### config.mk
export PLATFORM = sky130hd
export DESIGN_NAME = vga_planar_memory_path
export DESIGN_NICKNAME = d
export VERILOG_FILES = /design/src/vga_write_datapath.v /design/src/vga_planar_memory_path.v
export VERILOG_INCLUDE_DIRS = /design/src
export SDC_FILE = /design/constraint.sdc
export NUM_CORES = 1
export LEC_CHECK = 0
export BUFFER_PORTS_ARGS = -buffer_cell sky130_fd_sc_hd__buf_2
export CORE_ASPECT_RATIO = 1.25
export CORE_MARGIN = 2
export CORE_UTILIZATION = 56
export CTS_BUF_LIST = sky130_fd_sc_hd__clkbuf_8
export DETAILED_ROUTE_END_ITERATION = 16
export PLACE_DENSITY = 0.81
export SYNTH_ARGS = -nofsm -noshare
export SYNTH_HDL_FRONTEND = slang
export SYNTH_HIERARCHICAL = 1
export SYNTH_SLANG_ARGS = --single-unit
### constraint.sdc
create_clock -name i_clk -period 3.3 [get_ports i_clk]
set_input_delay 0.33 -clock i_clk [delete_from_list [all_inputs] [get_ports i_clk]]
set_output_delay 0.33 -clock i_clk [all_outputs]
set_load 0.005 [all_outputs]
### src/vga_path_consts.vh
`ifndef VGA_PATH_CONSTS_VH
`define VGA_PATH_CONSTS_VH

// ----------------------------------------------------------------------------
// Register window and offsets
// ----------------------------------------------------------------------------
`define WIN_BASE          16'h8100
`define WIN_SIZE          16'h0200
`define OFS_WRITE_CTRL    16'h8140
`define OFS_READ_CTRL     16'h8144
`define OFS_BASE_OFFSET   16'h8210
`define OFS_LATCH         16'h8214

// ----------------------------------------------------------------------------
// Writable bit masks and reset values
// ----------------------------------------------------------------------------
`define WRITE_CTRL_MASK   32'h0f1fffff
`define READ_CTRL_MASK    32'h0003ffff
`define BASE_OFFSET_MASK  32'h00003f3f
`define WRITE_CTRL_RESET  32'h00000000
`define READ_CTRL_RESET   32'h00000000
`define BASE_OFFSET_RESET 32'h00000000
`define LATCH_RESET       32'h00000000

// ----------------------------------------------------------------------------
// Write path control fields
// ----------------------------------------------------------------------------
`define WR_PLANE_EN_HI    27
`define WR_PLANE_EN_LO    24
`define WR_MODE3_BIT      20
`define WR_MODE2_BIT      19
`define WR_ROT_HI         18
`define WR_ROT_LO         16
`define WR_SRE_HI         15
`define WR_SRE_LO         12
`define WR_SRV_HI         11
`define WR_SRV_LO         8
`define WR_MASK_HI        7
`define WR_MASK_LO        0

// ----------------------------------------------------------------------------
// Read path control fields
// ----------------------------------------------------------------------------
`define RD_PLANE_HI       17
`define RD_PLANE_LO       16
`define RD_FORCE15_BIT    15
`define RD_PACKED4_BIT    14
`define RD_CHAIN4_BIT     13
`define RD_PAGE_BIT       12
`define RD_ODD_EVEN_BIT   11
`define RD_WCHAIN2_BIT    10
`define RD_RCHAIN2_BIT    9
`define RD_MODE_BIT       8
`define RD_CMP_MASK_HI    7
`define RD_CMP_MASK_LO    4
`define RD_CMP_VAL_HI     3
`define RD_CMP_VAL_LO     0

// ----------------------------------------------------------------------------
// Base offset fields
// ----------------------------------------------------------------------------
`define BASE_RD_HI        13
`define BASE_RD_LO        8
`define BASE_WR_HI        5
`define BASE_WR_LO        0

// ----------------------------------------------------------------------------
// Memory side widths
// ----------------------------------------------------------------------------
`define MEM_AW            20
`define BASE_SHIFT        14

`endif

### src/vga_write_datapath.v
`timescale 1ns/100ps

// ----------------------------------------------------------------------------
// Per-plane write data builder: rotation, set/reset, write modes, bit mask.
// ----------------------------------------------------------------------------
module vga_write_datapath (
   // Processor byte and latched data
   input  wire [7:0]  i_cpu_byte,
   input  wire [31:0] i_latch,
   // Write controls
   input  wire [2:0]  i_rotate_count,
   input  wire [3:0]  i_set_reset_enable,
   input  wire [3:0]  i_set_reset_value,
   input  wire [7:0]  i_bit_mask,
   input  wire        i_mode_two,
   input  wire        i_mode_three,
   // Result, one byte per plane
   output wire [31:0] o_plane_data
);

   wire [15:0] dbl_w;
   wire [15:0] shifted_w;
   wire [7:0]  rotated_w;
   wire [7:0]  mode3_mask_w;

   assign dbl_w     = {i_cpu_byte, i_cpu_byte};
   assign shifted_w = dbl_w >> i_rotate_count;
   assign rotated_w = shifted_w[7:0];

   // Mode 3 narrows the bit mask by the rotated byte.
   assign mode3_mask_w = i_bit_mask & rotated_w;

   genvar p;
   generate
      for (p = 0; p < 4; p = p + 1) begin : g_plane
         reg [7:0] val_r;
         reg [7:0] mask_r;
         always @* begin
            if (i_mode_three) begin
               val_r  = {8{i_set_reset_value[p]}};
               mask_r = mode3_mask_w;
            end else if (i_mode_two) begin
               val_r  = {8{i_cpu_byte[p]}};
               mask_r = i_bit_mask;
            end else begin
               val_r  = i_set_reset_enable[p] ? {8{i_set_reset_value[p]}}
                                              : rotated_w;
               mask_r = i_bit_mask;
            end
         end
         // Mask bit high takes new data, low keeps the latched byte.
         assign o_plane_data[8*p+7:8*p] = (val_r & mask_r)
                                        | (i_latch[8*p+7:8*p] & ~mask_r);
      end
   endgenerate

endmodule // vga_write_datapath

### src/vga_planar_memory_path.v
`timescale 1ns/100ps
`include "vga_path_consts.vh"

module vga_planar_memory_path (
   // Clock and reset
   input  wire        i_clk,
   input  wire        i_nrst,
   // Register access, offsets from the graphics register base
   input  wire        i_reg_req,
   input  wire        i_reg_we,
   input  wire [15:0] i_reg_addr,
   input  wire [31:0] i_reg_wdata,
   output reg  [31:0] o_reg_rdata,
   output reg         o_reg_ack,
   // VGA frame buffer access from the processor
   input  wire        i_vga_req,
   input  wire        i_vga_we,
   input  wire [15:0] i_vga_addr,
   input  wire [7:0]  i_vga_wdata,
   output reg  [7:0]  o_vga_rdata,
   output reg         o_vga_ack,
   // Graphics memory, one dword holds the four planes
   output reg         o_mem_req,
   output reg         o_mem_we,
   output reg  [19:0] o_mem_addr,
   output reg  [3:0]  o_mem_plane_en,
   output reg  [31:0] o_mem_wdata,
   input  wire [31:0] i_mem_rdata,
   input  wire        i_mem_ack
);

   // -------------------------------------------------------------------------
   // State
   // -------------------------------------------------------------------------
   localparam [0:0] ST_IDLE = 1'b0;
   localparam [0:0] ST_MEM  = 1'b1;

   reg         state_q;
   reg  [31:0] write_ctrl_q;
   reg  [31:0] read_ctrl_q;
   reg  [31:0] base_offset_q;
   reg  [31:0] latch_q;
   reg  [1:0]  rd_plane_q;
   reg         rd_is_read_q;

   // -------------------------------------------------------------------------
   // Control fields
   // -------------------------------------------------------------------------
   wire [3:0] plane_write_enable;
   wire       write_mode_three_select;
   wire       write_mode_two_select;
   wire [2:0] rotate_count;
   wire [3:0] set_reset_enable;
   wire [3:0] set_reset_value;
   wire [7:0] latch_select_mask;
   wire [1:0] read_plane_select;
   wire       force_addr15_low;
   wire       packed_chain_four;
   wire       chain_four_mode;
   wire       page_bit;
   wire       odd_even_chaining;
   wire       write_chain_two;
   wire       read_chain_two;
   wire       read_mode_select;
   wire [3:0] compare_plane_mask;
   wire [3:0] compare_values;
   wire [5:0] read_base;
   wire [5:0] write_base;

   assign plane_write_enable      = write_ctrl_q[`WR_PLANE_EN_HI:`WR_PLANE_EN_LO];
   assign write_mode_three_select = write_ctrl_q[`WR_MODE3_BIT];
   assign write_mode_two_select   = write_ctrl_q[`WR_MODE2_BIT];
   assign rotate_count            = write_ctrl_q[`WR_ROT_HI:`WR_ROT_LO];
   assign set_reset_enable        = write_ctrl_q[`WR_SRE_HI:`WR_SRE_LO];
   assign set_reset_value         = write_ctrl_q[`WR_SRV_HI:`WR_SRV_LO];
   assign latch_select_mask       = write_ctrl_q[`WR_MASK_HI:`WR_MASK_LO];
   assign read_plane_select       = read_ctrl_q[`RD_PLANE_HI:`RD_PLANE_LO];
   assign force_addr15_low        = read_ctrl_q[`RD_FORCE15_BIT];
   assign packed_chain_four       = read_ctrl_q[`RD_PACKED4_BIT];
   assign chain_four_mode         = read_ctrl_q[`RD_CHAIN4_BIT];
   assign page_bit                = read_ctrl_q[`RD_PAGE_BIT];
   assign odd_even_chaining       = read_ctrl_q[`RD_ODD_EVEN_BIT];
   assign write_chain_two         = read_ctrl_q[`RD_WCHAIN2_BIT];
   assign read_chain_two          = read_ctrl_q[`RD_RCHAIN2_BIT];
   assign read_mode_select        = read_ctrl_q[`RD_MODE_BIT];
   assign compare_plane_mask      = read_ctrl_q[`RD_CMP_MASK_HI:`RD_CMP_MASK_LO];
   assign compare_values          = read_ctrl_q[`RD_CMP_VAL_HI:`RD_CMP_VAL_LO];
   assign read_base               = base_offset_q[`BASE_RD_HI:`BASE_RD_LO];
   assign write_base              = base_offset_q[`BASE_WR_HI:`BASE_WR_LO];

   // -------------------------------------------------------------------------
   // Register decode
   // -------------------------------------------------------------------------
   // Offsets outside the window are not this block's and get no answer.
   function in_window;
      input [15:0] a;
      begin
         in_window = (a >= `WIN_BASE) && (a < (`WIN_BASE + `WIN_SIZE));
      end
   endfunction

   function [31:0] reg_value;
      input [15:0] a;
      begin
         case (a)
            `OFS_WRITE_CTRL:  reg_value = write_ctrl_q;
            `OFS_READ_CTRL:   reg_value = read_ctrl_q;
            `OFS_BASE_OFFSET: reg_value = base_offset_q;
            `OFS_LATCH:       reg_value = latch_q;
            default:          reg_value = 32'h00000000;
         endcase
      end
   endfunction

   wire reg_hit;
   wire reg_wr;

   assign reg_hit = i_reg_req && in_window(i_reg_addr);
   assign reg_wr  = reg_hit && i_reg_we;

   // -------------------------------------------------------------------------
   // Address mapping
   // -------------------------------------------------------------------------
   wire        wr_chain2;
   wire        rd_chain2;
   reg  [15:0] vga_addr;
   wire [15:0] mapped_addr;
   wire [5:0]  sel_base;
   wire [19:0] mem_addr_d;

   assign wr_chain2 = write_chain_two && !chain_four_mode;
   assign rd_chain2 = read_chain_two && !chain_four_mode;

   always @* begin
      vga_addr = i_vga_addr;
      if (chain_four_mode && packed_chain_four) begin
         vga_addr = {2'b00, i_vga_addr[15:2]};
      end
      if (odd_even_chaining) begin
         vga_addr[0] = page_bit;
      end
   end

   assign mapped_addr = {vga_addr[15] & ~force_addr15_low, vga_addr[14:0]};
   assign sel_base    = i_vga_we ? write_base : read_base;
   assign mem_addr_d  = {sel_base, 14'h0000} + {4'h0, mapped_addr};

   // -------------------------------------------------------------------------
   // Plane selection
   // -------------------------------------------------------------------------
   function [3:0] plane_onehot;
      input [1:0] n;
      begin
         plane_onehot = 4'h1 << n;
      end
   endfunction

   reg [3:0] wr_planes_d;
   reg [1:0] rd_plane_d;

   always @* begin
      if (chain_four_mode) begin
         wr_planes_d = plane_write_enable & plane_onehot(i_vga_addr[1:0]);
      end else if (wr_chain2) begin
         wr_planes_d = plane_write_enable
                     & (i_vga_addr[0] ? 4'ha : 4'h5);
      end else begin
         wr_planes_d = plane_write_enable;
      end
   end

   always @* begin
      if (chain_four_mode) begin
         rd_plane_d = i_vga_addr[1:0];
      end else if (rd_chain2) begin
         rd_plane_d = {read_plane_select[1], i_vga_addr[0]};
      end else begin
         rd_plane_d = read_plane_select;
      end
   end

   // -------------------------------------------------------------------------
   // Write data
   // -------------------------------------------------------------------------
   wire [31:0] plane_data;

   vga_write_datapath u_write_datapath (
      .i_cpu_byte         (i_vga_wdata),
      .i_latch            (latch_q),
      .i_rotate_count     (rotate_count),
      .i_set_reset_enable (set_reset_enable),
      .i_set_reset_value  (set_reset_value),
      .i_bit_mask         (latch_select_mask),
      .i_mode_two         (write_mode_two_select),
      .i_mode_three       (write_mode_three_select),
      .o_plane_data       (plane_data)
   );

   // -------------------------------------------------------------------------
   // Read data
   // -------------------------------------------------------------------------
   reg [7:0] plane_byte;
   reg [7:0] cmp_byte;
   integer   b;

   always @* begin
      plane_byte = i_mem_rdata[8*rd_plane_q +: 8];
      cmp_byte   = 8'h00;
      for (b = 0; b < 8; b = b + 1) begin
         cmp_byte[b] = ~|(compare_plane_mask
                        & ({i_mem_rdata[24+b], i_mem_rdata[16+b],
                            i_mem_rdata[8+b], i_mem_rdata[b]}
                           ^ compare_values));
      end
   end

   // -------------------------------------------------------------------------
   // Access sequencer
   // -------------------------------------------------------------------------
   // One VGA access at a time; a new request is taken only when idle, so
   // the processor must hold its request until the acknowledge.
   wire vga_take;
   wire mem_done;

   assign vga_take = (state_q == ST_IDLE) && i_vga_req && !o_vga_ack;
   assign mem_done = (state_q == ST_MEM) && i_mem_ack;

   always @(posedge i_clk or negedge i_nrst) begin
      if (!i_nrst) begin
         state_q        <= ST_IDLE;
         o_mem_req      <= 1'b0;
         o_mem_we       <= 1'b0;
         o_mem_addr     <= 20'h00000;
         o_mem_plane_en <= 4'h0;
         o_mem_wdata    <= 32'h00000000;
         rd_plane_q     <= 2'b00;
         rd_is_read_q   <= 1'b0;
         o_vga_ack      <= 1'b0;
         o_vga_rdata    <= 8'h00;
      end else begin
         o_vga_ack <= 1'b0;
         case (state_q)
            ST_IDLE: begin
               if (vga_take) begin
                  state_q        <= ST_MEM;
                  o_mem_req      <= 1'b1;
                  o_mem_we       <= i_vga_we;
                  o_mem_addr     <= mem_addr_d;
                  o_mem_plane_en <= i_vga_we ? wr_planes_d : 4'hf;
                  o_mem_wdata    <= plane_data;
                  rd_plane_q     <= rd_plane_d;
                  rd_is_read_q   <= !i_vga_we;
               end
            end
            ST_MEM: begin
               if (i_mem_ack) begin
                  state_q   <= ST_IDLE;
                  o_mem_req <= 1'b0;
                  o_vga_ack <= 1'b1;
                  if (rd_is_read_q) begin
                     o_vga_rdata <= read_mode_select ? cmp_byte
                                                     : plane_byte;
                  end
               end
            end
            default: begin
               state_q   <= ST_IDLE;
               o_mem_req <= 1'b0;
            end
         endcase
      end
   end

   // -------------------------------------------------------------------------
   // Registers
   // -------------------------------------------------------------------------
   // A frame buffer read returning in the same cycle as a register write to
   // the latch wins, so the latch takes that read's data and the register write is lost.
   always @(posedge i_clk or negedge i_nrst) begin
      if (!i_nrst) begin
         write_ctrl_q  <= `WRITE_CTRL_RESET;
         read_ctrl_q   <= `READ_CTRL_RESET;
         base_offset_q <= `BASE_OFFSET_RESET;
         latch_q       <= `LATCH_RESET;
         o_reg_ack     <= 1'b0;
         o_reg_rdata   <= 32'h00000000;
      end else begin
         o_reg_ack <= reg_hit;
         if (reg_hit && !i_reg_we) begin
            o_reg_rdata <= reg_value(i_reg_addr);
         end
         if (reg_wr && i_reg_addr == `OFS_WRITE_CTRL) begin
            write_ctrl_q <= i_reg_wdata & `WRITE_CTRL_MASK;
         end
         if (reg_wr && i_reg_addr == `OFS_READ_CTRL) begin
            read_ctrl_q <= i_reg_wdata & `READ_CTRL_MASK;
         end
         if (reg_wr && i_reg_addr == `OFS_BASE_OFFSET) begin
            base_offset_q <= i_reg_wdata & `BASE_OFFSET_MASK;
         end
         if (mem_done && rd_is_read_q) begin
            latch_q <= i_mem_rdata;
         end else if (reg_wr && i_reg_addr == `OFS_LATCH) begin
            latch_q <= i_reg_wdata;
         end
      end
   end

endmodule // vga_planar_memory_path

# Word-level counts from Yosys, hierarchy flattened
# Cells that the tools add are included.
# totals
reg_bits,191
in_bits,111
out_inout_bits,100
elab_cells,136
# classes
add_sub_neg,1
order_cmp,2
n_eq_ne,6
shifts,3
muxes,34
bitwise_logic,35
reduce_logical,39
# op_table
operator,n
32-bit case mux with 4 select lines,1
8-bit 2-to-1 mux,14
8-bit AND,9
"16-bit == test, second input constant",4
32-bit 2-to-1 mux,2
4-bit AND,10
8-bit bitwise OR,4
4-bit OR reduction,8
32-bit by 6-bit variable part select with 8-bit output,1
4-bit XOR,8
20-bit by 16-bit adder with 20-bit output,1
"16-bit >= comparator, second input constant",1
"16-bit < comparator, second input constant",1
16-bit 2-to-1 mux,1
4-bit 2-to-1 mux,4
16-bit by 3-bit >> shifter with 8-bit output,1
1-bit logical AND,15
1-bit logical NOT,12
1-bit 2-to-1 mux,8
8-bit inverter,1
6-bit 2-to-1 mux,1
"2-bit != test, second input constant",2
1-bit case mux with 2 select lines,2
2-bit AND reduction,2
6 further kinds,7

# Depth between registers and ports, before layout
# Gate-level depths: netlist (run 1).
# logic_depth
word_depth,7
depth_mapped,9
depth_no_buf,7

# Hierarchy
# Netlist (run 1), hierarchy kept.
# by_module_without_submodules
module,n_inst,cells_per_inst,area_each_um2,seq_area_each_um2
vga_planar_memory_path,1,879,9515.4,4779.6
vga_write_datapath,1,159,1506.4,0.0

# Worst setup path after synthesis (run 1)
# Ideal clock, no wire load.
# synth_timing
kind,register to register
from,register read_ctrl_q[13]
to,register o_mem_addr[18]
setup_time_ns,0.135
arrival_ns,2.133
required_time_ns,3.165
path_slack_ns,1.032
stages_incl_launch_ff,10
path_buffers,2
period_less_slack_ns,2.268
path_cell_list,dfrtp_1 -> clkbuf_1 -> nand2_1 -> buf_2 -> and2_1 -> ha_1 -> fa_1 -> o21ai_0 -> xnor2_1 -> o21ai_0
# synth_between
elab_chain_len,4
word_cells_on_any_way,5
classes_between,1 x add/sub; 2 x mux; 1 x bitwise; 1 x reduce/logical
# synth_rtl
element,line,source
"start, declared",vga_planar_memory_path.v:40,reg [31:0] read_ctrl_q;
"start signal, assigned",vga_planar_memory_path.v:282,read_ctrl_q <= `READ_CTRL_RESET;
"start signal, assigned",vga_planar_memory_path.v:296,read_ctrl_q <= i_reg_wdata & `READ_CTRL_MASK;
1-bit logical AND (*),vga_planar_memory_path.v:136,if (chain_four_mode && packed_chain_four) begin
16-bit 2-to-1 mux (*),vga_planar_memory_path.v:136,
1-bit 2-to-1 mux / 1-bit AND (equally long branches),"vga_planar_memory_path.v:139, vga_planar_memory_path.v:144",
20-bit by 16-bit adder with 20-bit output (*),vga_planar_memory_path.v:146,"assign mem_addr_d = {sel_base, 14'h0000} + {4'h0, mapped_addr};"
"end signal, assigned",vga_planar_memory_path.v:248,o_mem_addr <= mem_addr_d;
"end, declared",vga_planar_memory_path.v:25,"output reg [19:0] o_mem_addr,"
# Every way passes the cells marked *; elsewhere a longest branch is shown, timed or not.
# A chain may end at the register's enable or synchronous reset.

# Worst setup path in the final report (run 1)
# layout_timing
from,register write_ctrl_q[17]
to,register o_mem_wdata[18]
# layout_between
elab_chain_len,6
word_cells_on_any_way,10
classes_between,1 x shift; 4 x mux; 5 x bitwise
# layout_rtl
element,line,source
"start, declared",vga_planar_memory_path.v:39,reg [31:0] write_ctrl_q;
"start signal, assigned",vga_planar_memory_path.v:281,write_ctrl_q <= `WRITE_CTRL_RESET;
"start signal, assigned",vga_planar_memory_path.v:293,write_ctrl_q <= i_reg_wdata & `WRITE_CTRL_MASK;
16-bit by 3-bit >> shifter with 8-bit output (*),vga_write_datapath.v:27,assign shifted_w = dbl_w >> i_rotate_count;
8-bit 2-to-1 mux / 8-bit AND (equally long branches),"vga_write_datapath.v:46, vga_write_datapath.v:31",
"8-bit 2-to-1 mux, on equally long branches","vga_write_datapath.v:42, vga_write_datapath.v:39",
8-bit 2-to-1 mux / 8-bit inverter (equally long branches),"vga_write_datapath.v:39, vga_write_datapath.v:53",
"8-bit AND, on equally long branches","vga_write_datapath.v:52, vga_write_datapath.v:53",
8-bit bitwise OR (*),vga_write_datapath.v:53,| (i_latch[8*p+7:8*p] & ~mask_r);
via plane_data[18],vga_planar_memory_path.v:185,wire [31:0] plane_data;
"end signal, assigned",vga_planar_memory_path.v:250,o_mem_wdata <= plane_data;
"end, declared",vga_planar_memory_path.v:27,"output reg [31:0] o_mem_wdata,"
# The timed path passes the listed nets; every way through them passes the cells marked *.

==> results of run 1 <==
-- critical path: stages (launching register included) --
cell and delay, ps:
dfrtp_1 680, mux4_2 630, mux2_4 340, a311o_1 400, nand2_1 70, nand2_1 40
-- metal layers --
layer	global-route usage	up-vias
li1	-	4228
met5	0	-
met1	0.431	4777
met4	0.217	0
met3	0.0583	134
met2	0.550	599
-- path summary, 6_finish.rpt --
kind / to / depth (start not counted) / from
max in group asynchronous: o_mem_wdata[5] / 3 / i_nrst
setup reg to reg: o_mem_wdata[18] / 5 / write_ctrl_q[17]
hold / removal: state_q / 2 / i_mem_ack
min in group asynchronous: o_mem_plane_en[2] / 2 / i_nrst
hold reg to reg: o_mem_wdata[6] / 2 / o_mem_wdata[6]
setup / recovery: o_mem_wdata[18] / 5 / write_ctrl_q[17]
-- cells by family after synthesis --
family | after synthesis
and+or+nand+nor | 299
AOI/OAI and AO/OA | 263
DFF | 191
muxes | 142
buffers and inverters | 103
xor gates and xnor gates | 37
adders and majority gates | 3
-- state kept, by name (all words and copies together) (netlist names), 8 cells and up --
register	cells
latch_q	32
read_ctrl_q	18
o_vga_rdata	8
o_reg_rdata	32
o_mem_addr	20
o_mem_wdata	32
write_ctrl_q	25
base_offset_q	12
-- cell usage after synthesis (all sizes together), types with 3 or more instances --
cell | number | area share
dfrtp | 191 | 0.43
nand2 | 134 | 0.046
mux2 | 98 | 0.10
clkbuf | 57 | 0.021
nor2 | 57 | 0.020
a21oi | 56 | 0.025
buf | 38 | 0.022
a31oi | 36 | 0.020
nand4 | 36 | 0.020
xor2 | 36 | 0.029
and3 | 34 | 0.019
a311o | 32 | 0.029
o31ai | 32 | 0.035
o21ai | 30 | 0.014
mux2i | 28 | 0.025
a222oi | 24 | 0.022
o2bb2ai | 23 | 0.019
mux4 | 16 | 0.033
a22o | 12 | 0.0095
a22oi | 10 | 0.0068
inv | 7 | 0.0024
nor4 | 7 | 0.0098
nand3b | 5 | 0.0034
and2 | 4 | 0.0023
nor3 | 4 | 0.0043
o22a | 4 | 0.0033
nor4bb | 3 | 0.0027
-- area by class of cell --
cell class                      instances  area [um^2]  share of cell area
Tap cell                              265          332              0.0265
Multi-Input combinational cell        744         5750               0.459
Sequential cell                       191         4780               0.382
Timing Repair Buffer                  234         1270               0.101
Clock buffer                           18          248              0.0198
Clock inverter                         14          126              0.0101
Inverter                                7         26.3             0.00210
-- where the power goes --
| group | internal [mW] | switching (mW) | total [mW] |
|---|---|---|---|
| Clock | 0.571 | 0.949 | 1.52 |
| Sequential | 2.88 | 0.599 | 3.48 |
| Combinational | 1.00 | 0.919 | 1.92 |
==> run metrics, run 1 <==
drt pass-1 iters 8; antenna cells 0; Compound-Gate Fraction of Synth Area 0.187; dpl ws 803 ps; Pwr per Cell Area ~550 nW/um^2; non-filler instance count after layout ~1500; setup TNS 0 ps; Max Used Layer met4; synthesis-stage register bit count approximately 190; NumNets Final roughly 1300; Area growth, synth to finish 13.6%; DRC viols 0; largest family of logic cells by synthesized area compound AO/OA/AOI/OAI gates; commonest cells after routing, fill and taps aside 209 x buf_2, 191 x dfrtp_1, 133 x nand2_1, 77 x mux2_2; CP Capture Type flip-flop; gpl congestion roughly 1; fmax ~0.44 GHz; vias in the first global route approximately 9500; DR vias/cell between 6 and 7; post-CTS setup buffer count 0; # IOs 211; Leak Pwr about 5.9 nW; clk_lat worst skew a little under 500 ps; Mapped Nets 1152; VDD IR max between 0.0002 and 0.0003 V; TritonCTS clock tree done; clock root cell clkbuf_8; final hold viol count 0; utilization after layout 0.646; PostCTS Resize Cnt 0; Slew headroom 0.388; endpoints failing setup 0; Pwr Total 6.92 mW; maxcap violations 0; mux cell area share after synthesis 0.161; synthesized instance count slightly above 1000; Startpoint Class flip-flop; Layout fillers 1657; outcome finished clean; total CTS buffers 17; Synth Flop Type dfrtp_1; total congestion overflow 0; post-route ant nets 0; Vias around 9700; Post-Synth XOR/XNOR Area 0.0294; Adder-Cell Fraction of Synth Area 0.00409; Post-Route WL ~35000 um; Synth Warn # 6; Distinct cells, synth 60; final hold slack 27.6 ps; Met2 Wirelength roughly 17000 um; Initial Util 0.568; final worst path period share 0.688; Core Region about 19000 um^2; final setup margin 1030 ps; post-DP HPWL 26200 um; average wire per standard cell between 20 and 25 um; die area 20800 um^2; post-synthesis async set-or-reset flop share 1.00; Post-synth EDFFs 0; Core Rows 57; Clk pin slew, worst setup/hold paths around 110 ps; Post-Synth Simple-Gate Area 0.139; fin crit period around 2300 ps; Critical Path RT ~3700 ps; hold_buf cts 1; worst-margin pin slew between 900 and 1000 ps; Port Buffers 210; clk sink count 191; syn avg cell area 10.6 um^2; worst hold path type in -> reg; clk_skew 15.1 ps; setup repair after global routing missed its margin false; Die W 129 um; largest fanout on the critical path 10; arrival time worst endpoint 2650 ps; most common cell after layout, fill and taps aside buf_2; maximum clock path buffer count 2; Setup CP Type reg -> reg; share of layout cells above drive strength 1 0.344; GRT Util Overall 0.344; initial antenna violation count 0; DR iter-0 viols 1188; placed cell area ~12000 um^2; post-route cell area 12500 um^2; Final Max Tran Viols 0; Register-to-Register Setup Slack ~1000 ps; H-tree levels 4; die height 161 um; sequential area share after synthesis 0.434; first-pass GRT wire length ~54000 um; Cell Area, Synth about 11000 um^2; DP Cell Count 1440; met3 WL post-DR approximately 2800 um; largest net degree at the start of global routing 88; Met1 Routed Length between 10000 and 15000 um
No activity file was read; power rests on OpenSTA's default activity.
==> run 2, diff against run 1 <==
--- a/config.mk
+++ b/config.mk
@@ -9,10 +9,10 @@
 export BUFFER_PORTS_ARGS = -buffer_cell sky130_fd_sc_hd__buf_2
 export CORE_ASPECT_RATIO = 1.25
 export CORE_MARGIN = 2
-export CORE_UTILIZATION = 56
+export CORE_UTILIZATION = 52
 export CTS_BUF_LIST = sky130_fd_sc_hd__clkbuf_8
 export DETAILED_ROUTE_END_ITERATION = 16
-export PLACE_DENSITY = 0.81
+export PLACE_DENSITY = 0.79
 export SYNTH_ARGS = -nofsm -noshare
 export SYNTH_HDL_FRONTEND = slang
 export SYNTH_HIERARCHICAL = 1
==> constraint.sdc (replaced) <==
create_clock -name i_clk -period 1.9 [get_ports i_clk]
set_input_delay 0.19 -clock i_clk [delete_from_list [all_inputs] [get_ports i_clk]]
set_output_delay 0.19 -clock i_clk [all_outputs]
set_load 0.005 [all_outputs]
==> run metrics, run 2 (synthesized netlist as in run 1, its figures left out) <==
GRT Util Overall 0.336 (-0.00749); Initial Util 0.529 (-0.0387); Core Rows 59 (+3.5%); Critical Path Max Stage Delay 590 ps (-90 ps); Pwr per Cell Area 912 nW/um^2 (+65%); initial antenna violation count 0 (unchanged); TritonCTS clock tree done; setup repair after global routing missed its margin true; NumNets Final 1391 (+6.3%); die height 167 um (+3.7%); DR vias/cell 6.48 (-2.0%); drt pass-1 iters 9 (+1); maxcap violations 0 (unchanged); worst-margin pin slew 712 ps (-204 ps); GR peak layer met2; total congestion overflow 0 (unchanged); Vias 10100 (+4.0%); Port Buffers 210 (unchanged); DRC viols 0 (unchanged); largest fanout on the critical path 8 (-2); total CTS buffers 17 (unchanged); commonest cells after routing, fill and taps aside 209 x buf_2, 188 x dfrtp_1, 132 x nand2_1, 76 x mux2_2, 62 x buf_4; met1 Use GR 0.412 (-0.0189); Leak Pwr 6.36 nW (+8.3%); final worst path period share 1.04 (+0.356); vias in the first global route 10000 (+5.8%); biggest regs latch_q (32), o_mem_wdata (32), o_reg_rdata (32); clock root cell clkbuf_8; worst hold path type in -> reg; clk sink count 191 (unchanged); post-route ant nets 0 (unchanged); Die W 134 um (+3.7%); GRT met3 Usage 0.0505 (-0.00776); met2 Use GR 0.552 (+0.00213); first-pass GRT wire length 57600 um (+6.0%); clk_lat worst skew 490 ps (about the same); fmax 0.504 GHz (+14%); final setup margin -84.3 ps (-1110 ps); largest net degree at the start of global routing 60 (-32%); CP startpoint write_ctrl_q[17]; Post-Route WL 37500 um (+6.0%); Hold Path Origin i_mem_rdata[3]; Crit Reg-Reg Startpoint write_ctrl_q[17]; Startpoint Class flip-flop; antenna cells 0 (unchanged); clk_skew 16.9 ps (+1.84 ps); Core Region 20800 um^2 (+7.3%); fin crit period 1980 ps (-286 ps); VDD IR max 0.000602 V (+100%); Slew headroom 0.525 (+0.138); outcome complete, but fails checks; # IOs 211 (unchanged); gpl congestion 0.990 (-3.2%); H-tree levels 4 (unchanged); R2R cell count 5 (unchanged); die area 22400 um^2 (+7.5%); most common cell after layout, fill and taps aside buf_2; Clk pin slew, worst setup/hold paths 110 ps (about the same); Pwr Total 12.3 mW (+77%); average wire per standard cell 24.0 um (-0.18%); worst hold path depth 3 (+1); endpoints failing setup 21 (+21); DP Cell Count 1504 (+4.4%); final hold viol count 0 (unchanged); final hold slack 11.9 ps (-15.7 ps); post-DP HPWL 27900 um (+6.8%); most used cell, CP nand2_1; share of layout cells above drive strength 1 0.371 (+0.0278); Critical Path RT 2280 ps (-1400 ps); Setup CP Type reg -> reg; CP Capture Type flip-flop; Area growth, synth to finish 22.0%; DR iter-0 viols 1224 (+3.0%); failing checks setup timing; non-filler instance count after layout 1564 (+6.2%); CP Cell Sequence mux4_2, mux2_4, a311o_1, nand2_1, nand2_1; Final Max Tran Viols 0 (unchanged); CP max stage cell mux4_2; maximum clock path buffer count 2 (unchanged); arrival time worst endpoint 2360 ps (-290 ps)
## run 2: changes by cell type in the layout (fill, tap and decap cells not counted), sizes merged
cell	before	now
bufinv	0	1
clkinvlp	4	0
inv	14	15
clkinv	3	6
buf	232	288
dlygate4sd3	1	27
clkbuf	19	18
## run 2: critical path, delay by kind of cell, from the launching register on
kind | cells | cell delay [ps]
AND/OR/NAND/NOR | 2 | 120
flip-flops | 1 | 510
multiplexers | 2 | 930
AO/OA/AOI/OAI | 1 | 320
## run 2: stage by stage
| step | setup TNS (ps) | instance area (um^2) | setup slack [ps] | util |
|---|---|---|---|---|
| floorplan | 0 | 11100 | 6.68 | - |
| global placement | -4420 | 12800 | -173 | 0.613 |
| detailed placement | -7260 | 12800 | -209 | 0.613 |
| CTS | -663 | 13400 | -76.1 | 0.645 |
| global route | -2770 | 13400 | -151 | 0.646 |
| finish | -837 | 13400 | -84.3 | 0.646 |
## run 2: cell type report
class	instances	area [um^2]
Clock buffer	17	234
Clock inverter	15	149
Fill cell	1674	7370
Inverter	7	26.3
Multi-Input combinational cell	744	5770
Sequential cell	191	4780
Tap cell	274	343
Timing Repair Buffer	316	2140
## run 2: power by group
part           internal [mW]  switching [mW]
registers               5.00            1.11
logic                   1.83            1.62
clock network           1.08            1.62
total                   7.91            4.35
## run 2: timing repair
item	4_1_cts	5_1_grt
pin swaps	17	5
hold buffers	27	0
endpoints found under the hold margin	89	0
endpoints found under the setup margin	33	32
gates resized for setup	3	4
setup buffers	1	0
## run 2: path summary, 6_finish.rpt
kind                                        end  slack (ps)
worst max-delay path            o_mem_wdata[28]         -80
worst min register to register  o_mem_wdata[16]         480
worst min-delay path                 latch_q[3]          10
min in group asynchronous       o_mem_wdata[28]         230
worst max register to register  o_mem_wdata[28]         -80
max in group asynchronous         o_mem_addr[7]         970
## run 2: metal layers
layer,wire length [um],up-vias
met4,2640,0
met5,0,-
met3,2960,133
met2,18100,629
li1,-,4387
met1,13800,4980
